### src/shared/digipot_regs.vh
`ifndef DIGIPOT_REGS_VH
`define DIGIPOT_REGS_VH

// ****************************************
// serial word layout
// ****************************************
`define DP_WORD_BITS 24
`define DP_CNT_W 5
`define DP_WORD_CNT 5'h18
`define DP_CMD_HI 23
`define DP_CMD_LO 20
`define DP_SLOT_HI 19
`define DP_SLOT_LO 18
`define DP_CHAN_HI 17
`define DP_CHAN_LO 16
`define DP_BUF_BIT 8
`define DP_TAP_HI 7
`define DP_TAP_LO 0
`define DP_PAD_W 7

// ****************************************
// command codes
// ****************************************
`define DP_CMD_WRITE_TAP 4'h1
`define DP_CMD_READ_TAP 4'h2
`define DP_CMD_READ_SLOT 4'h4
`define DP_CMD_PROG_SLOT 4'h5
`define DP_CMD_LOAD_TAP 4'h6
`define DP_CMD_SAVE_TAP 4'h7
`define DP_CMD_TAP_UP 4'h8
`define DP_CMD_TAP_DOWN 4'h9

// ****************************************
// values and timing
// ****************************************
`define DP_NV_RESET 9'h080
`define DP_TAP_MAX 8'hff
`define DP_TAP_MIN 8'h00
`define DP_TAP_STEP 8'h01
`define DP_CHAN_LAST 2'h1
`define DP_SLOT0 2'h0
`define DP_CLK_PERIOD_NS 4
`define DP_NV_ACCESS_NS 64
`define DP_NV_ACCESS_CYCLES ((`DP_NV_ACCESS_NS + `DP_CLK_PERIOD_NS - 1) / `DP_CLK_PERIOD_NS)
`define DP_BUSY_W 8

`endif
### src/logic/dual_digipot_serial_control.v
`timescale 1ns/1ps
`include "digipot_regs.vh"

module dual_digipot_serial_control (
    // clock and reset
    input wire clk,
    input wire arst_n,
    // serial link pins
    input wire cs_n_pin,
    input wire sclk_pin,
    input wire sdi_pin,
    input wire wp_n_pin,
    // open-drain serial output
    output wire sdo_out,
    output wire sdo_oe,
    // open-drain ready/busy, low while busy
    output wire ready_out,
    output wire ready_oe,
    // channel outputs
    output wire [7:0] wiper0,
    output wire [7:0] wiper1,
    output wire buffer_enable0,
    output wire buffer_enable1,
    // power state
    output wire standby,
    output wire active
);

    // ****************************************
    // pin synchronisers
    // ****************************************
    reg [3:0] sync1_ff;
    reg [3:0] sync2_ff;
    reg sclk_prev_ff;
    reg cs_prev_ff;

    always @(posedge clk or negedge arst_n) begin
        if (!arst_n) begin
            sync1_ff <= 4'hf;
            sync2_ff <= 4'hf;
            sclk_prev_ff <= 1'b1;
            cs_prev_ff <= 1'b1;
        end else begin
            sync1_ff <= {wp_n_pin, sdi_pin, sclk_pin, cs_n_pin};
            sync2_ff <= sync1_ff;
            sclk_prev_ff <= sync2_ff[1];
            cs_prev_ff <= sync2_ff[0];
        end
    end

    wire cs_n_s = sync2_ff[0];
    wire sclk_s = sync2_ff[1];
    wire sdi_s = sync2_ff[2];
    wire wp_n_s = sync2_ff[3];
    wire cs_fall = cs_prev_ff & ~cs_n_s;
    wire cs_rise = ~cs_prev_ff & cs_n_s;
    wire sclk_rise = ~sclk_prev_ff & sclk_s & ~cs_n_s;
    wire sclk_fall = sclk_prev_ff & ~sclk_s & ~cs_n_s;

    // ****************************************
    // state machine codes
    // ****************************************
    localparam ST_RECALL = 2'b00;
    localparam ST_IDLE = 2'b01;
    localparam ST_BUSY = 2'b10;

    // ****************************************
    // sized constants
    // ****************************************
    // the access time is worked out in 32-bit arithmetic; only the low bits load the busy counter
    localparam [31:0] NV_ACCESS_FULL = `DP_NV_ACCESS_CYCLES;
    localparam [`DP_BUSY_W-1:0] BUSY_LOAD = NV_ACCESS_FULL[`DP_BUSY_W-1:0];
    localparam [`DP_BUSY_W-1:0] BUSY_ONE = {{(`DP_BUSY_W-1){1'b0}}, 1'b1};

    // ****************************************
    // state
    // ****************************************
    reg [1:0] state_ff;
    reg [1:0] nxt_state;
    reg armed_ff;
    reg [`DP_WORD_BITS-1:0] shift_ff;
    reg [`DP_WORD_BITS-1:0] nxt_shift;
    reg [`DP_CNT_W-1:0] bit_cnt_ff;
    reg [`DP_CNT_W-1:0] nxt_bit_cnt;
    reg sdo_bit_ff;
    reg nxt_sdo_bit;
    reg [`DP_BUSY_W-1:0] busy_cnt_ff;
    reg [`DP_BUSY_W-1:0] nxt_busy_cnt;
    reg [7:0] tap_ff [0:1];
    reg buf_ff [0:1];
    reg [8:0] slot_ff [0:7];
    reg [7:0] nxt_tap [0:1];
    reg nxt_buf [0:1];
    reg [8:0] nxt_slot [0:7];

    // ****************************************
    // decoded command word
    // ****************************************
    wire [3:0] cmd = shift_ff[`DP_CMD_HI:`DP_CMD_LO];
    wire [1:0] slot_sel = shift_ff[`DP_SLOT_HI:`DP_SLOT_LO];
    wire [1:0] chan_sel = shift_ff[`DP_CHAN_HI:`DP_CHAN_LO];
    wire chan = chan_sel[0];
    wire chan_ok = (chan_sel <= `DP_CHAN_LAST);
    wire [8:0] data9 = shift_ff[`DP_BUF_BIT:`DP_TAP_LO];
    wire [2:0] slot_idx = {chan, slot_sel};
    // a partial word is dropped here; busy also rejects words
    wire word_done = cs_rise & armed_ff & (bit_cnt_ff == `DP_WORD_CNT) & (state_ff == ST_IDLE);
    wire [`DP_CMD_HI:`DP_SLOT_LO] head = shift_ff[`DP_CMD_HI:`DP_SLOT_LO];
    wire nv_slow = (cmd == `DP_CMD_READ_TAP) | (cmd == `DP_CMD_READ_SLOT) | (cmd == `DP_CMD_PROG_SLOT)
                 | (cmd == `DP_CMD_LOAD_TAP) | (cmd == `DP_CMD_SAVE_TAP);

    // ****************************************
    // next-state logic
    // ****************************************
    integer i;
    always @* begin
        nxt_state = state_ff;
        nxt_shift = shift_ff;
        nxt_bit_cnt = bit_cnt_ff;
        nxt_sdo_bit = sdo_bit_ff;
        nxt_busy_cnt = busy_cnt_ff;
        for (i = 0; i < 2; i = i + 1) begin
            nxt_tap[i] = tap_ff[i];
            nxt_buf[i] = buf_ff[i];
        end
        for (i = 0; i < 8; i = i + 1) begin
            nxt_slot[i] = slot_ff[i];
        end

        // input shift on clock rise, counter saturates past one word
        if (cs_fall) begin
            nxt_bit_cnt = {`DP_CNT_W{1'b0}};
            nxt_sdo_bit = shift_ff[`DP_WORD_BITS-1];
        end else if (sclk_rise) begin
            nxt_shift = {shift_ff[`DP_WORD_BITS-2:0], sdi_s};
            if (bit_cnt_ff != {`DP_CNT_W{1'b1}}) begin
                nxt_bit_cnt = bit_cnt_ff + {{(`DP_CNT_W-1){1'b0}}, 1'b1};
            end
        end else if (sclk_fall) begin
            // the word shifts one place per rise, so the msb is the next outgoing bit
            nxt_sdo_bit = shift_ff[`DP_WORD_BITS-1];
        end else if (cs_rise) begin
            // park released so the next select fall shows no stale low
            nxt_sdo_bit = 1'b1;
        end

        case (state_ff)
            ST_RECALL: begin
                for (i = 0; i < 2; i = i + 1) begin
                    nxt_tap[i] = slot_ff[{i[0], `DP_SLOT0}][`DP_TAP_HI:`DP_TAP_LO];
                    nxt_buf[i] = slot_ff[{i[0], `DP_SLOT0}][`DP_BUF_BIT];
                end
                nxt_busy_cnt = BUSY_LOAD;
                nxt_state = ST_BUSY;
            end
            ST_IDLE: begin
                if (word_done && chan_ok) begin
                    case (cmd)
                        `DP_CMD_WRITE_TAP: begin
                            // buffer bit cannot be set by a direct write
                            nxt_tap[chan] = data9[`DP_TAP_HI:`DP_TAP_LO];
                        end
                        `DP_CMD_READ_TAP: begin
                            nxt_shift = {head, chan_sel, {`DP_PAD_W{1'b0}}, buf_ff[chan], tap_ff[chan]};
                        end
                        `DP_CMD_READ_SLOT: begin
                            nxt_shift = {head, chan_sel, {`DP_PAD_W{1'b0}}, slot_ff[slot_idx]};
                        end
                        `DP_CMD_PROG_SLOT: begin
                            if (wp_n_s) begin
                                nxt_slot[slot_idx] = data9;
                            end
                        end
                        `DP_CMD_LOAD_TAP: begin
                            nxt_tap[chan] = slot_ff[slot_idx][`DP_TAP_HI:`DP_TAP_LO];
                            nxt_buf[chan] = slot_ff[slot_idx][`DP_BUF_BIT];
                        end
                        `DP_CMD_SAVE_TAP: begin
                            if (wp_n_s) begin
                                nxt_slot[slot_idx] = {buf_ff[chan], tap_ff[chan]};
                            end
                        end
                        `DP_CMD_TAP_UP: begin
                            if (tap_ff[chan] != `DP_TAP_MAX) begin
                                nxt_tap[chan] = tap_ff[chan] + `DP_TAP_STEP;
                            end
                        end
                        `DP_CMD_TAP_DOWN: begin
                            if (tap_ff[chan] != `DP_TAP_MIN) begin
                                nxt_tap[chan] = tap_ff[chan] - `DP_TAP_STEP;
                            end
                        end
                        default: begin
                            nxt_tap[chan] = tap_ff[chan];
                        end
                    endcase
                    if (nv_slow) begin
                        nxt_busy_cnt = BUSY_LOAD;
                        nxt_state = ST_BUSY;
                    end
                end
            end
            ST_BUSY: begin
                if (busy_cnt_ff <= BUSY_ONE) begin
                    nxt_busy_cnt = {`DP_BUSY_W{1'b0}};
                    nxt_state = ST_IDLE;
                end else begin
                    nxt_busy_cnt = busy_cnt_ff - BUSY_ONE;
                end
            end
            default: begin
                nxt_state = ST_IDLE;
            end
        endcase
    end

    // ****************************************
    // registers
    // ****************************************
    always @(posedge clk or negedge arst_n) begin
        if (!arst_n) begin
            state_ff <= ST_RECALL;
            armed_ff <= 1'b0;
            shift_ff <= {`DP_WORD_BITS{1'b0}};
            bit_cnt_ff <= {`DP_CNT_W{1'b0}};
            sdo_bit_ff <= 1'b1;
            busy_cnt_ff <= {`DP_BUSY_W{1'b0}};
        end else begin
            state_ff <= nxt_state;
            if (cs_fall) begin
                armed_ff <= 1'b1;
            end
            shift_ff <= nxt_shift;
            bit_cnt_ff <= nxt_bit_cnt;
            sdo_bit_ff <= nxt_sdo_bit;
            busy_cnt_ff <= nxt_busy_cnt;
        end
    end

    // ****************************************
    // per-channel wiper and slots
    // ****************************************
    genvar g;
    generate
        for (g = 0; g < 2; g = g + 1) begin : g_chan
            always @(posedge clk or negedge arst_n) begin
                if (!arst_n) begin
                    // volatile wiper starts at the bottom, so a missing recall shows
                    tap_ff[g] <= `DP_TAP_MIN;
                    buf_ff[g] <= 1'b0;
                end else begin
                    tap_ff[g] <= nxt_tap[g];
                    buf_ff[g] <= nxt_buf[g];
                end
            end
        end
        for (g = 0; g < 8; g = g + 1) begin : g_slot
            // reset stands for power-up of an unprogrammed part
            always @(posedge clk or negedge arst_n) begin
                if (!arst_n) begin
                    slot_ff[g] <= `DP_NV_RESET;
                end else begin
                    slot_ff[g] <= nxt_slot[g];
                end
            end
        end
    endgenerate

    // ****************************************
    // outputs
    // ****************************************
    // open drain: only a low is ever driven; sdo is released while deselected
    assign sdo_out = 1'b0;
    assign sdo_oe = ~cs_n_s & ~sdo_bit_ff;
    assign ready_out = 1'b0;
    assign ready_oe = (state_ff != ST_IDLE);
    assign wiper0 = tap_ff[0];
    assign wiper1 = tap_ff[1];
    assign buffer_enable0 = buf_ff[0];
    assign buffer_enable1 = buf_ff[1];
    assign standby = cs_n_s & (state_ff == ST_IDLE);
    assign active = ~cs_n_s;

endmodule // dual_digipot_serial_control

### config.mk
export PLATFORM = sky130hd
export DESIGN_NAME = dual_digipot_serial_control
export DESIGN_NICKNAME = d
export VERILOG_FILES = /design/src/logic/dual_digipot_serial_control.v
export VERILOG_INCLUDE_DIRS = /design/src /design/src/shared
export SDC_FILE = /design/constraint.sdc
export NUM_CORES = 1
export LEC_CHECK = 0
export BUFFER_PORTS_ARGS = -buffer_cell sky130_fd_sc_hd__buf_2
export CORE_MARGIN = 10
export CORE_UTILIZATION = 23
export CTS_BUF_LIST = sky130_fd_sc_hd__clkbuf_8
export CTS_CLUSTER_DIAMETER = 40
export DETAILED_ROUTE_END_ITERATION = 7
export GPL_ROUTABILITY_DRIVEN = 0
export PLACE_DENSITY = 0.36
export SETUP_SLACK_MARGIN = 0.05
export SLEW_MARGIN = 20
export SYNTH_ARGS = -nofsm -noshare
export SYNTH_HDL_FRONTEND = slang
export SYNTH_SLANG_ARGS = --single-unit
export TNS_END_PERCENT = 1
### constraint.sdc
create_clock -name clk -period 2.5 [get_ports clk]
set_input_delay 0.375 -clock clk [delete_from_list [all_inputs] [get_ports clk]]
set_output_delay 0.375 -clock clk [all_outputs]
set_load 0.01 [all_outputs]
==> results.ini, run 1 <==
[logic_synthesis]
yosysMostFrequentCell = nand2_1
yosys.cell_types.count = 81
synthSimpleGateAreaFrac_pct = 18.1
synth_top_family_by_area = compound AO/OA/AOI/OAI gates
synth-seq-cells = 141
synth_compound_area_share_pct = 21.0
syn_area_mm2 = 0.00781
synth.area.mux_share_pct = 8.68
synth_common_cells = nand2_1, dfrtp_1, o21ai_0, nor2_1, a21oi_1
synth_ff_type = dfrtp_1
synth_warnings = 0
async_flop_share_pct = 100
syn_inst = 835
ys_top_cells_by_area = dfrtp_1, dfstp_2, nand2_1
synth_edf_count = 0
synthAdderAreaFrac_pct = 1.60
synth_top_area_share_pct = 39.1
yosys.area.top_type = dfrtp_1
synth.avg_cell_area_um2 = 9.35
synth-seq-area-share_pct = 45.5
synthXorXnorAreaFrac_pct = 1.12

[global_route]
grt_start_max_net_pins = 58
grt_pass1_vias = 7009
antenna_found_initial = 0
grt_usage_pct = 13.6
grt_overflow = 0
grt_pass1_wl_mm = 43.6

[routing]
vias = 6834
drtPass1Iterations = 5
postRouteWirelength_mm = 27.7
drc = 0
vias_per_cell = 4.78
drtIter0Drc = 491
wl_per_cell_um = 19.4
ant_nets = 0

[clocking]
cts_buffer_depth = 2
clkTransAtPathRegs_ns = 0.09
numCtsBuffers = 17
clockRootBuffer = clkbuf_8
cts.sinks = 141
insertion_delay_ns = 0.47
h-tree-depth = 4
cts_tree = built

[placed_design]
placed_cell_area_mm2 = 0.00942
dp.final_hpwl_mm = 20.7
port_buffers = 27

[sta]
hold_viol = 0
tightestPinTransition_ns = 0.848
rsz0062_at_grt = true
timing.final.crit_share_pct = 97.1
skew_ns = 0.0134
max_freq_mhz = 412
drv_slew = 0
relSlewSlack_pct = 43.5
finalSetupViolations = 0
finalSetupTns_ns = 0
final.min_clock_period_ns = 2.43

[layout]
diodes = 0
syn2layout_area_growth_pct = 28.8
drive_above_1_share_pct = 28.9
final_cell_area_mm2 = 0.0101
finalNetCount = 986

[power_and_ir_drop]
power_leakage_nw = 4.21
power.density_mw_per_mm2 = 480
irDropWorstVdd_v = 0.000245

[worst_setup_path]
r2r-end = wiper1[2]
worstPathMaxFanout = 4
cp_top_family = multiplexers
cp_slowest_cell = dfrtp_2
critPathKind = flip-flop to flip-flop
r2r_cells = 11
worst_ep_arrival_time_ns = 2.79
endpoint = wiper1[2]
reg2reg_setup_slack_ns = 0.07
critPathRequiredTime_ns = 2.86
endpoint_kind = flip-flop
cp-start-kind = flip-flop
worst-path-buf-inv = 3
path_cells = mux2i_4 -> inv_1 -> ha_1 -> buf_4 -> mux2i_4 -> xnor2_1 -> nor2_1 -> o41ai_2 -> buf_4 -> nand2b_1 -> o2bb2ai_1
worstSetupPathDepth = 11
startpoint = shift_ff[16]
critPathMaxStageDelay_ns = 0.48
r2r-start = shift_ff[16]

[flow_run]
drv_cap = 0

[floorplanning]
dieWidth_um = 204
initial_core_util_pct = 23.3
core_mm2 = 0.0335
pin_count = 30
fp.dieH_um = 204
std_cell_rows = 67
dieArea_mm2 = 0.0417

[status]
status = finished, final reports clean

[min_path]
worstHoldPathCells = 0
hold_path.class = flip-flop to flip-flop

sequential cells by signal, summed over array words and instances (netlist names):
name	flops
slot_ff	72
shift_ff	24
busy_cnt_ff	8
wiper0	8
wiper1	8
bit_cnt_ff	5
sync1_ff	4
sync2_ff	4
state_ff	2
armed_ff	1
buffer_enable0	1
buffer_enable1	1
cs_prev_ff	1
sclk_prev_ff	1
sdo_bit_ff	1
placed cells by master (no fill, tap or decap), types with 5 or more instances in the layout:
cell	instances
inv_1	19
a21oi_1	41
o22ai_1	18
nand2_1	128
mux4_2	6
a211oi_1	5
buf_12	9
nand3_1	14
mux2_2	18
xor2_1	5
nand4_1	9
o21ai_1	30
nand2b_1	9
buf_2	26
nor2_1	51
nor3_1	7
buf_4	125
and3_1	7
ha_1	9
clkbuf_8	19
dfrtp_1	121
xnor2_1	5
o21ai_0	74
dlygate4sd3_1	5
a211o_1	5
a31oi_1	5
a22oi_1	11
a221oi_1	6
nor2b_1	8
nor4_1	8
o21ai_2	5
mux2i_1	31
o221ai_1	5
dfstp_2	19
o31ai_1	7
logic make-up (layout without fill, tap and decap cells):
logic type / count (synthesis) / in the layout
simple gates: 282 / 282
buf+inv: 74 / 221
compound gates: 259 / 259
xor+xnor: 10 / 10
mux: 58 / 58
flops: 141 / 141
fa+ha+maj: 10 / 10
other cells: 1 / 2
layer usage:
metal | vias up | track usage [%] | share of wire [%]
met2 | 112 | 21.0 | 46
li1 | 3334 | - | -
met1 | 3359 | 18.9 | 49
met4 | 0 | 4.13 | 1.8
met5 | - | 0 | 0
met3 | 29 | 2.33 | 3.0
final cells by class:
| cell class | count | area, um^2 |
|---|---|---|
| Clock buffer | 19 | 262 |
| Tap cell | 448 | 561 |
| Multi-Input combinational cell | 621 | 4120 |
| Sequential cell | 141 | 3550 |
| Clock inverter | 13 | 151 |
| Timing Repair Buffer | 168 | 1330 |
| Inverter | 21 | 82.6 |
| Fill cell | 3581 | 23500 |
through the flow:
step / utilization [%] / power [mW] / setup WS (ns) / instances / hold slack (ns)
floorplan: - / 2.63 / 0.0450 / 836 / 0.0794
global placement: 28.1 / 2.91 / -0.0275 / 1391 / 0.349
detailed placement: 28.1 / 2.90 / -0.0570 / 1391 / 0.347
CTS: 29.6 / 4.92 / 0.0549 / 1430 / 0.359
global route: 30.0 / 5.06 / -0.0930 / 1431 / 0.359
finish: 30.0 / 4.83 / 0.0737 / 1431 / 0.357
worst min-delay path by stage:
stage	start	to	slack [ns]
floorplan	arst_n	armed_ff	0.08
global placement	sync1_ff[1]	sync2_ff[1]	0.35
detailed placement	sync1_ff[1]	sync2_ff[1]	0.35
CTS	sync1_ff[1]	sync2_ff[1]	0.36
global route	sync1_ff[2]	sync2_ff[2]	0.36
finish	sync1_ff[1]	sync2_ff[1]	0.36
power by group:
part / leakage (nW) / internal, mW / total [mW] / switching (mW)
registers: 1.88 / 2.35 / 2.44 / 0.0845
logic: 2.12 / 0.150 / 0.422 / 0.272
clock network: 0.211 / 1.03 / 1.97 / 0.942
repair_timing:
item,in CTS,in global routing
setup buffers,2,1
hold endpoints to repair,45,0
resized for setup,7,22
endpoints found under the setup margin,23,60
hold buffers,5,0
pin swaps,2,6
Power figures use the tool's default switching activity.
==> run 2: changes to the inputs <==
--- a/config.mk
+++ b/config.mk
@@ -7,13 +7,17 @@
 export NUM_CORES = 1
 export LEC_CHECK = 0
 export BUFFER_PORTS_ARGS = -buffer_cell sky130_fd_sc_hd__buf_2
+export CAP_MARGIN = 20
+export CELL_PAD_IN_SITES_DETAIL_PLACEMENT = 1
+export CELL_PAD_IN_SITES_GLOBAL_PLACEMENT = 1
+export CORE_ASPECT_RATIO = 1.5
 export CORE_MARGIN = 10
 export CORE_UTILIZATION = 23
 export CTS_BUF_LIST = sky130_fd_sc_hd__clkbuf_8
 export CTS_CLUSTER_DIAMETER = 40
 export DETAILED_ROUTE_END_ITERATION = 7
 export GPL_ROUTABILITY_DRIVEN = 0
-export PLACE_DENSITY = 0.36
+export PLACE_DENSITY = 0.43
 export SETUP_SLACK_MARGIN = 0.05
 export SLEW_MARGIN = 20
 export SYNTH_ARGS = -nofsm -noshare
==> run 2 against run 1 <==
Compared with the run above: non-clock buffer count is 3 lower; highest routed layer unchanged; fmax is 0.83% lower; power increased by 0.39%; first-iteration DRC count fell by 30%; clock skew is 0.0019 ns higher.
==> results.ini, run 2 (synthesized netlist as in run 1, its figures left out) <==
[status]
status = finished, final reports clean  ; unchanged

[layout]
most-common-layout-cells = nand2_1, buf_4, dfrtp_1, o21ai_0, nor2_1  ; unchanged
final_cell_area_mm2 = 0.00999  ; was 0.0101 mm^2
top_regs = slot_ff (72), shift_ff (24)  ; unchanged
nFillCells = 3866  ; was 3581
fin_util_pct = 29.9  ; was 30.0%
drive_above_1_share_pct = 29.0  ; was 28.9%
finalNetCount = 984  ; was 986
largest_register_ffs = 72  ; unchanged
final_common_cell = nand2_1  ; unchanged
syn2layout_area_growth_pct = 27.9  ; was 28.8%
largest-register = slot_ff  ; unchanged

[worst_setup_path]
critPathKind = flip-flop to flip-flop  ; unchanged
endpoint_kind = flip-flop  ; unchanged
cpMostUsedCell = buf_4
cp-start-kind = flip-flop  ; unchanged
worstPathMaxFanout = 4  ; unchanged
path_cells = mux2i_4 -> buf_4 -> or4_1 -> nand3_1 -> a21oi_2 -> buf_4 -> a2111oi_1 -> o31ai_1  ; was mux2i_4 -> inv_1 -> ha_1 -> buf_4 -> mux2i_4 -> xnor2_1 -> nor2_1 -> o41ai_2 -> buf_4 -> nand2b_1 -> o2bb2ai_1
worst_ep_arrival_time_ns = 2.80  ; was 2.79 ns
critPathMaxStageDelay_ns = 0.56  ; was 0.48 ns
critPathRequiredTime_ns = 2.86  ; about the same
cp_slowest_cell = or4_1  ; was dfrtp_2
reg2reg_setup_slack_ns = 0.05  ; was 0.07 ns

[floorplanning]
fp.dieH_um = 246  ; was 204 um
core_mm2 = 0.0334  ; was 0.0335 mm^2
initial_core_util_pct = 23.4  ; was 23.3%
dieArea_mm2 = 0.0419  ; was 0.0417 mm^2
dieWidth_um = 170  ; was 204 um
pin_count = 30  ; unchanged
std_cell_rows = 82  ; was 67

[sta]
rsz0062_at_grt = true  ; unchanged
skew_ns = 0.0153  ; was 0.0134 ns
fin_ws_ns = 0.0532  ; was 0.0737 ns
max_freq_mhz = 409  ; was 412 MHz
tightestPinTransition_ns = 0.698  ; was 0.848 ns
final.min_clock_period_ns = 2.45  ; was 2.43 ns
timing.final.crit_share_pct = 97.9  ; was 97.1%
whs_ns = 0.358  ; was 0.357 ns
hold_viol = 0  ; unchanged
drv_slew = 0  ; unchanged
relSlewSlack_pct = 52.9  ; was 43.5%
finalSetupViolations = 0  ; unchanged

[min_path]
hold_path.class = flip-flop to flip-flop  ; unchanged

[clocking]
cts.sinks = 141  ; unchanged
h-tree-depth = 4  ; unchanged
numCtsBuffers = 17  ; unchanged
clkTransAtPathRegs_ns = 0.09  ; about the same
insertion_delay_ns = 0.48  ; was 0.47 ns
cts_tree = built  ; unchanged
cts_buffer_depth = 2  ; unchanged
clockRootBuffer = clkbuf_8  ; unchanged

[placed_design]
placed_cell_area_mm2 = 0.00934  ; was 0.00942 mm^2
dp.final_hpwl_mm = 23.6  ; was 20.7 mm
place_ws_ns = -0.114  ; was -0.0570 ns
port_buffers = 27  ; unchanged

[global_route]
grt_start_max_net_pins = 58  ; unchanged
grt_pass1_vias = 7565  ; was 7009
antenna_found_initial = 1  ; was 0
grt_pass1_wl_mm = 48.2  ; was 43.6 mm
grt_usage_pct = 15.3  ; was 13.6%
grt_overflow = 0  ; unchanged

[power_and_ir_drop]
power.density_mw_per_mm2 = 485  ; was 480 mW/mm^2
irDropWorstVdd_v = 0.000310  ; was 0.000245 V
power_leakage_nw = 4.17  ; was 4.21 nW

[routing]
wl_per_cell_um = 22.3  ; was 19.4 um
vias = 6952  ; was 6834
vias_per_cell = 4.96  ; was 4.78
ant_nets = 0  ; unchanged
drtPass1Iterations = 5  ; unchanged
postRouteWirelength_mm = 31.2  ; was 27.7 mm
drtIter0Drc = 343  ; was 491
drc = 0  ; unchanged

[flow_run]
drv_cap = 0  ; unchanged

## run 2: area by class of cell
class,instances,area [um^2],share of cell area [%]
diodes,1,2.50,0.0250
inverters,21,82.6,0.826
repair buffers,165,1290,12.9
multi-input cells,622,4140,41.4
well taps,420,526,5.26
flip-flops and latches,141,3550,35.6
clock buffers,17,234,2.34
clock inverters,15,170,1.70
## run 2: path summary, 6_finish.rpt
path | startpoint | endpoint | cells past startpoint
setup / recovery | shift_ff[16] | wiper1[3] | 8
hold / removal | sync1_ff[2] | sync2_ff[2] | 0
setup reg to reg | shift_ff[16] | wiper1[3] | 8
hold reg to reg | sync1_ff[2] | sync2_ff[2] | 0
max in group asynchronous | arst_n | slot_ff[34] | 3
min in group asynchronous | arst_n | busy_cnt_ff[2] | 2
## run 2: metrics by stage
step / TNS (ns) / power, mW / instances
6_report: 0 / 4.84 / 1402
5_1_grt: -0.215 / 5.08 / 1402
4_1_cts: 0 / 4.95 / 1396
3_5_place_dp: -0.438 / 2.92 / 1358
3_3_place_gp: -0.0883 / 2.92 / 1358
2_1_floorplan: 0 / 2.63 / 836
## run 2: layer usage
metal | GRT usage [%] | vias up | wire [um]
met2 | 26.7 | 94 | 16300
li1 | - | 3329 | -
met1 | 17.6 | 3478 | 13100
met3 | 2.09 | 51 | 602
met5 | 0 | - | 0
met4 | 7.97 | 0 | 1210
## run 2: repair_timing
item | 4_1_cts | 5_1_grt
setup endpoints to repair | 48 | 81
buffers inserted | 1 | 4
gates resized for setup | 6 | 28
pin swaps | 5 | 7
hold buffers | 5 | 0
endpoints found under the hold margin | 29 | 0
cloned | 0 | 1
## run 2: report_power, final
part	switching [mW]	internal, mW
Sequential	0.0923	2.35
Clock	0.988	0.980
Combinational	0.279	0.156
## run 2: critical path: cells and delay by family (launching register included)
family	cells	cell delay (ns)
simple gates	2	0.70
compound gates	3	0.60
buf+inv	2	0.30
flops	1	0.48
mux	1	0.24
==> run 3: changes to the inputs <==
--- a/config.mk
+++ b/config.mk
@@ -12,12 +12,12 @@
 export CELL_PAD_IN_SITES_GLOBAL_PLACEMENT = 1
 export CORE_ASPECT_RATIO = 1.5
 export CORE_MARGIN = 10
-export CORE_UTILIZATION = 23
+export CORE_UTILIZATION = 45
 export CTS_BUF_LIST = sky130_fd_sc_hd__clkbuf_8
 export CTS_CLUSTER_DIAMETER = 40
 export DETAILED_ROUTE_END_ITERATION = 7
 export GPL_ROUTABILITY_DRIVEN = 0
-export PLACE_DENSITY = 0.43
+export PLACE_DENSITY = 0.76
 export SETUP_SLACK_MARGIN = 0.05
 export SLEW_MARGIN = 20
 export SYNTH_ARGS = -nofsm -noshare
==> run 3 against run 2 <==
Compared with the run above: combinational power grew 2%; via count grew 5.6%; critical path depth down 1; sequential power is essentially flat; sequential cell count did not move; sequential share of layout area rose by 1.9 points; die area is 45% lower; register-to-register slack worse by 0.04 ns.
==> results.ini, run 3 (synthesized netlist as in run 1, its figures left out) <==
[worst_setup_path]
worstSetupPathDepth = 7  ; was 8
cp_slowest_cell = dfrtp_2  ; was or4_1
critPathMaxStageDelay_ns = 0.47  ; was 0.56 ns
cp_top_family = compound AO/OA/AOI/OAI gates  ; was simple AND/OR/NAND/NOR gates
endpoint_kind = flip-flop  ; unchanged
critPathKind = flip-flop to flip-flop  ; unchanged
r2r-end = wiper0[7]  ; was wiper1[3]
worst-path-buf-inv = 1  ; was 2
path_cells = buf_4 -> nor4_2 -> o221ai_1 -> xor2_1 -> a221oi_2 -> a2111oi_1 -> a221o_1  ; was mux2i_4 -> buf_4 -> or4_1 -> nand3_1 -> a21oi_2 -> buf_4 -> a2111oi_1 -> o31ai_1
worstPathMaxFanout = 18  ; was 4
r2r-start = shift_ff[16]  ; unchanged
critPathRequiredTime_ns = 2.86  ; about the same
worst_ep_arrival_time_ns = 2.84  ; was 2.80 ns
cp-start-kind = flip-flop  ; unchanged
reg2reg_setup_slack_ns = 0.02  ; was 0.05 ns
r2r_cells = 7  ; was 8
startpoint = shift_ff[16]  ; unchanged
endpoint = wiper0[7]  ; was wiper1[3]

[sta]
skew_ns = 0.0248  ; was 0.0153 ns
max_freq_mhz = 403  ; was 409 MHz
drv_slew = 0  ; unchanged
hold_viol = 0  ; unchanged
finalSetupViolations = 0  ; unchanged
tightestPinTransition_ns = 0.806  ; was 0.698 ns
relSlewSlack_pct = 46.2  ; was 52.9%
whs_ns = 0.362  ; was 0.358 ns
timing.final.crit_share_pct = 99.3  ; was 97.9%
finalSetupTns_ns = 0  ; unchanged
rsz0062_at_grt = true  ; unchanged
final.min_clock_period_ns = 2.48  ; was 2.45 ns

[floorplanning]
pin_count = 30  ; unchanged
fp.dieH_um = 181  ; was 246 um
std_cell_rows = 58  ; was 82
dieArea_mm2 = 0.0231  ; was 0.0419 mm^2
initial_core_util_pct = 46.2  ; was 23.4%
core_mm2 = 0.0169  ; was 0.0334 mm^2
dieWidth_um = 128  ; was 170 um

[routing]
vias_per_cell = 6.37  ; was 4.96
ant_nets = 0  ; unchanged
vias = 7343  ; was 6952
drtIter0Drc = 512  ; was 343
postRouteWirelength_mm = 27.6  ; was 31.2 mm
drc = 0  ; unchanged
wl_per_cell_um = 24.0  ; was 22.3 um
drtPass1Iterations = 5  ; unchanged

[layout]
drive_above_1_share_pct = 26.1  ; was 29.0%
syn2layout_area_growth_pct = 21.4  ; was 27.9%
largest_register_ffs = 72  ; unchanged
top_regs = slot_ff (72), shift_ff (24)  ; unchanged
final_common_cell = nand2_1  ; unchanged
finalNetCount = 945  ; was 984
final_cell_area_mm2 = 0.00948  ; was 0.00999 mm^2
largest-register = slot_ff  ; unchanged
most-common-layout-cells = nand2_1, dfrtp_1, buf_4, o21ai_0, nor2_1  ; was nand2_1, buf_4, dfrtp_1, o21ai_0, nor2_1
diodes = 0  ; was 1
nFillCells = 1960  ; was 3866

[power_and_ir_drop]
power.density_mw_per_mm2 = 542  ; was 485 mW/mm^2
intPower_mw = 3.74  ; was 3.49 mW
irDropWorstVdd_v = 0.000307  ; was 0.000310 V
p_clk_share_pct = 44.2  ; was 40.6%
swShare_pct = 27.3  ; was 28.0%
share_seq_of_total_power_pct = 47.3  ; was 50.4%
power.switching_mw = 1.40  ; was 1.36 mW
power_leakage_nw = 4.02  ; was 4.17 nW
p_comb_share_pct = 8.6  ; was 9.0%

[global_route]
grt_pass1_vias = 8021  ; was 7565
grt_pass1_wl_mm = 44.3  ; was 48.2 mm
grt_usage_pct = 24.0  ; was 15.3%
grt_overflow = 0  ; unchanged
antenna_found_initial = 0  ; was 1
grt_start_max_net_pins = 57  ; was 58

[clocking]
clkTransAtPathRegs_ns = 0.09  ; about the same
insertion_delay_ns = 0.49  ; was 0.48 ns
cts_tree = built  ; unchanged
h-tree-depth = 4  ; unchanged
cts_buffer_depth = 2  ; unchanged
cts.sinks = 141  ; unchanged
post_cts_buffers = 0  ; was 1
clockRootBuffer = clkbuf_8  ; unchanged
numCtsBuffers = 17  ; unchanged

[placed_design]
port_buffers = 27  ; unchanged
placed_cell_area_mm2 = 0.00878  ; was 0.00934 mm^2
dp.final_hpwl_mm = 19.8  ; was 23.6 mm

[min_path]
hold_path.class = flip-flop to flip-flop  ; unchanged

[status]
status = finished, final reports clean  ; unchanged

[flow_run]
drv_cap = 0  ; unchanged

[run 3: timing repair]
| item | in CTS | in global routing |
|---|---|---|
| setup endpoints to repair | 62 | 70 |
| hold endpoints to repair | 34 | 0 |
| resized for setup | 9 | 34 |
| pin swaps | 4 | 7 |
| cloned | 0 | 0 |
| hold buffers | 5 | 0 |
[run 3: area by class of cell]
class,instances,area [um^2],area share (%)
clock inverters,14,231,2.44
clock buffers,18,248,2.61
multi-input cells,621,4110,43.3
repair buffers,127,997,10.5
flip-flops and latches,141,3550,37.5
inverters,21,82.6,0.871
well taps,210,263,2.77
[run 3: worst min path at each step]
stage	startpoint	endpoint	slack, ns	depth (start not counted)
3_3_place_gp	arst_n	bit_cnt_ff[0]	0.31	1
3_5_place_dp	arst_n	bit_cnt_ff[1]	0.32	1
6_report	sync1_ff[0]	sync2_ff[0]	0.36	0
2_1_floorplan	arst_n	armed_ff	0.08	0
4_1_cts	sync1_ff[1]	sync2_ff[1]	0.36	0
5_1_grt	sync1_ff[3]	sync2_ff[3]	0.36	0
[run 3: power groups by stage]
stage,sequential [mW],combinational [mW],clock (mW)
6_report,2.43,0.441,2.27
5_1_grt,2.43,0.483,2.38
4_1_cts,2.42,0.438,2.29
3_5_place_dp,2.47,0.418,0
3_3_place_gp,2.46,0.405,0
2_1_floorplan,2.44,0.190,0
[run 3: routing by layer]
metal  wire length (um)  share of wire (%)  track usage (%)
met4               1440                5.2             15.0
met5                  0                  0                0
met2              14300                 52             40.9
met1              10500                 38             26.6
met3               1280                4.6             4.57
[run 3: per-stage QoR]
| stage | utilization [%] | worst slack, ns | instances | total power, mW |
|---|---|---|---|---|
| final | 56.1 | 0.0165 | 1152 | 5.14 |
| after global routing | 56.1 | -0.0569 | 1152 | 5.30 |
| after CTS | 55.3 | 0.0397 | 1152 | 5.15 |
| after detailed placement | 51.9 | -0.163 | 1115 | 2.89 |
| after global placement | 51.9 | -0.119 | 1115 | 2.87 |
| after floorplan | - | 0.0450 | 836 | 2.63 |
[run 3: worst register-to-register path: stages, from the launching register on]
cell       delay, ns
dfrtp_2         0.47
buf_4           0.24
nor4_2          0.42
o221ai_1        0.27
xor2_1          0.22
a221oi_2        0.33
a2111oi_1       0.14
a221o_1         0.29
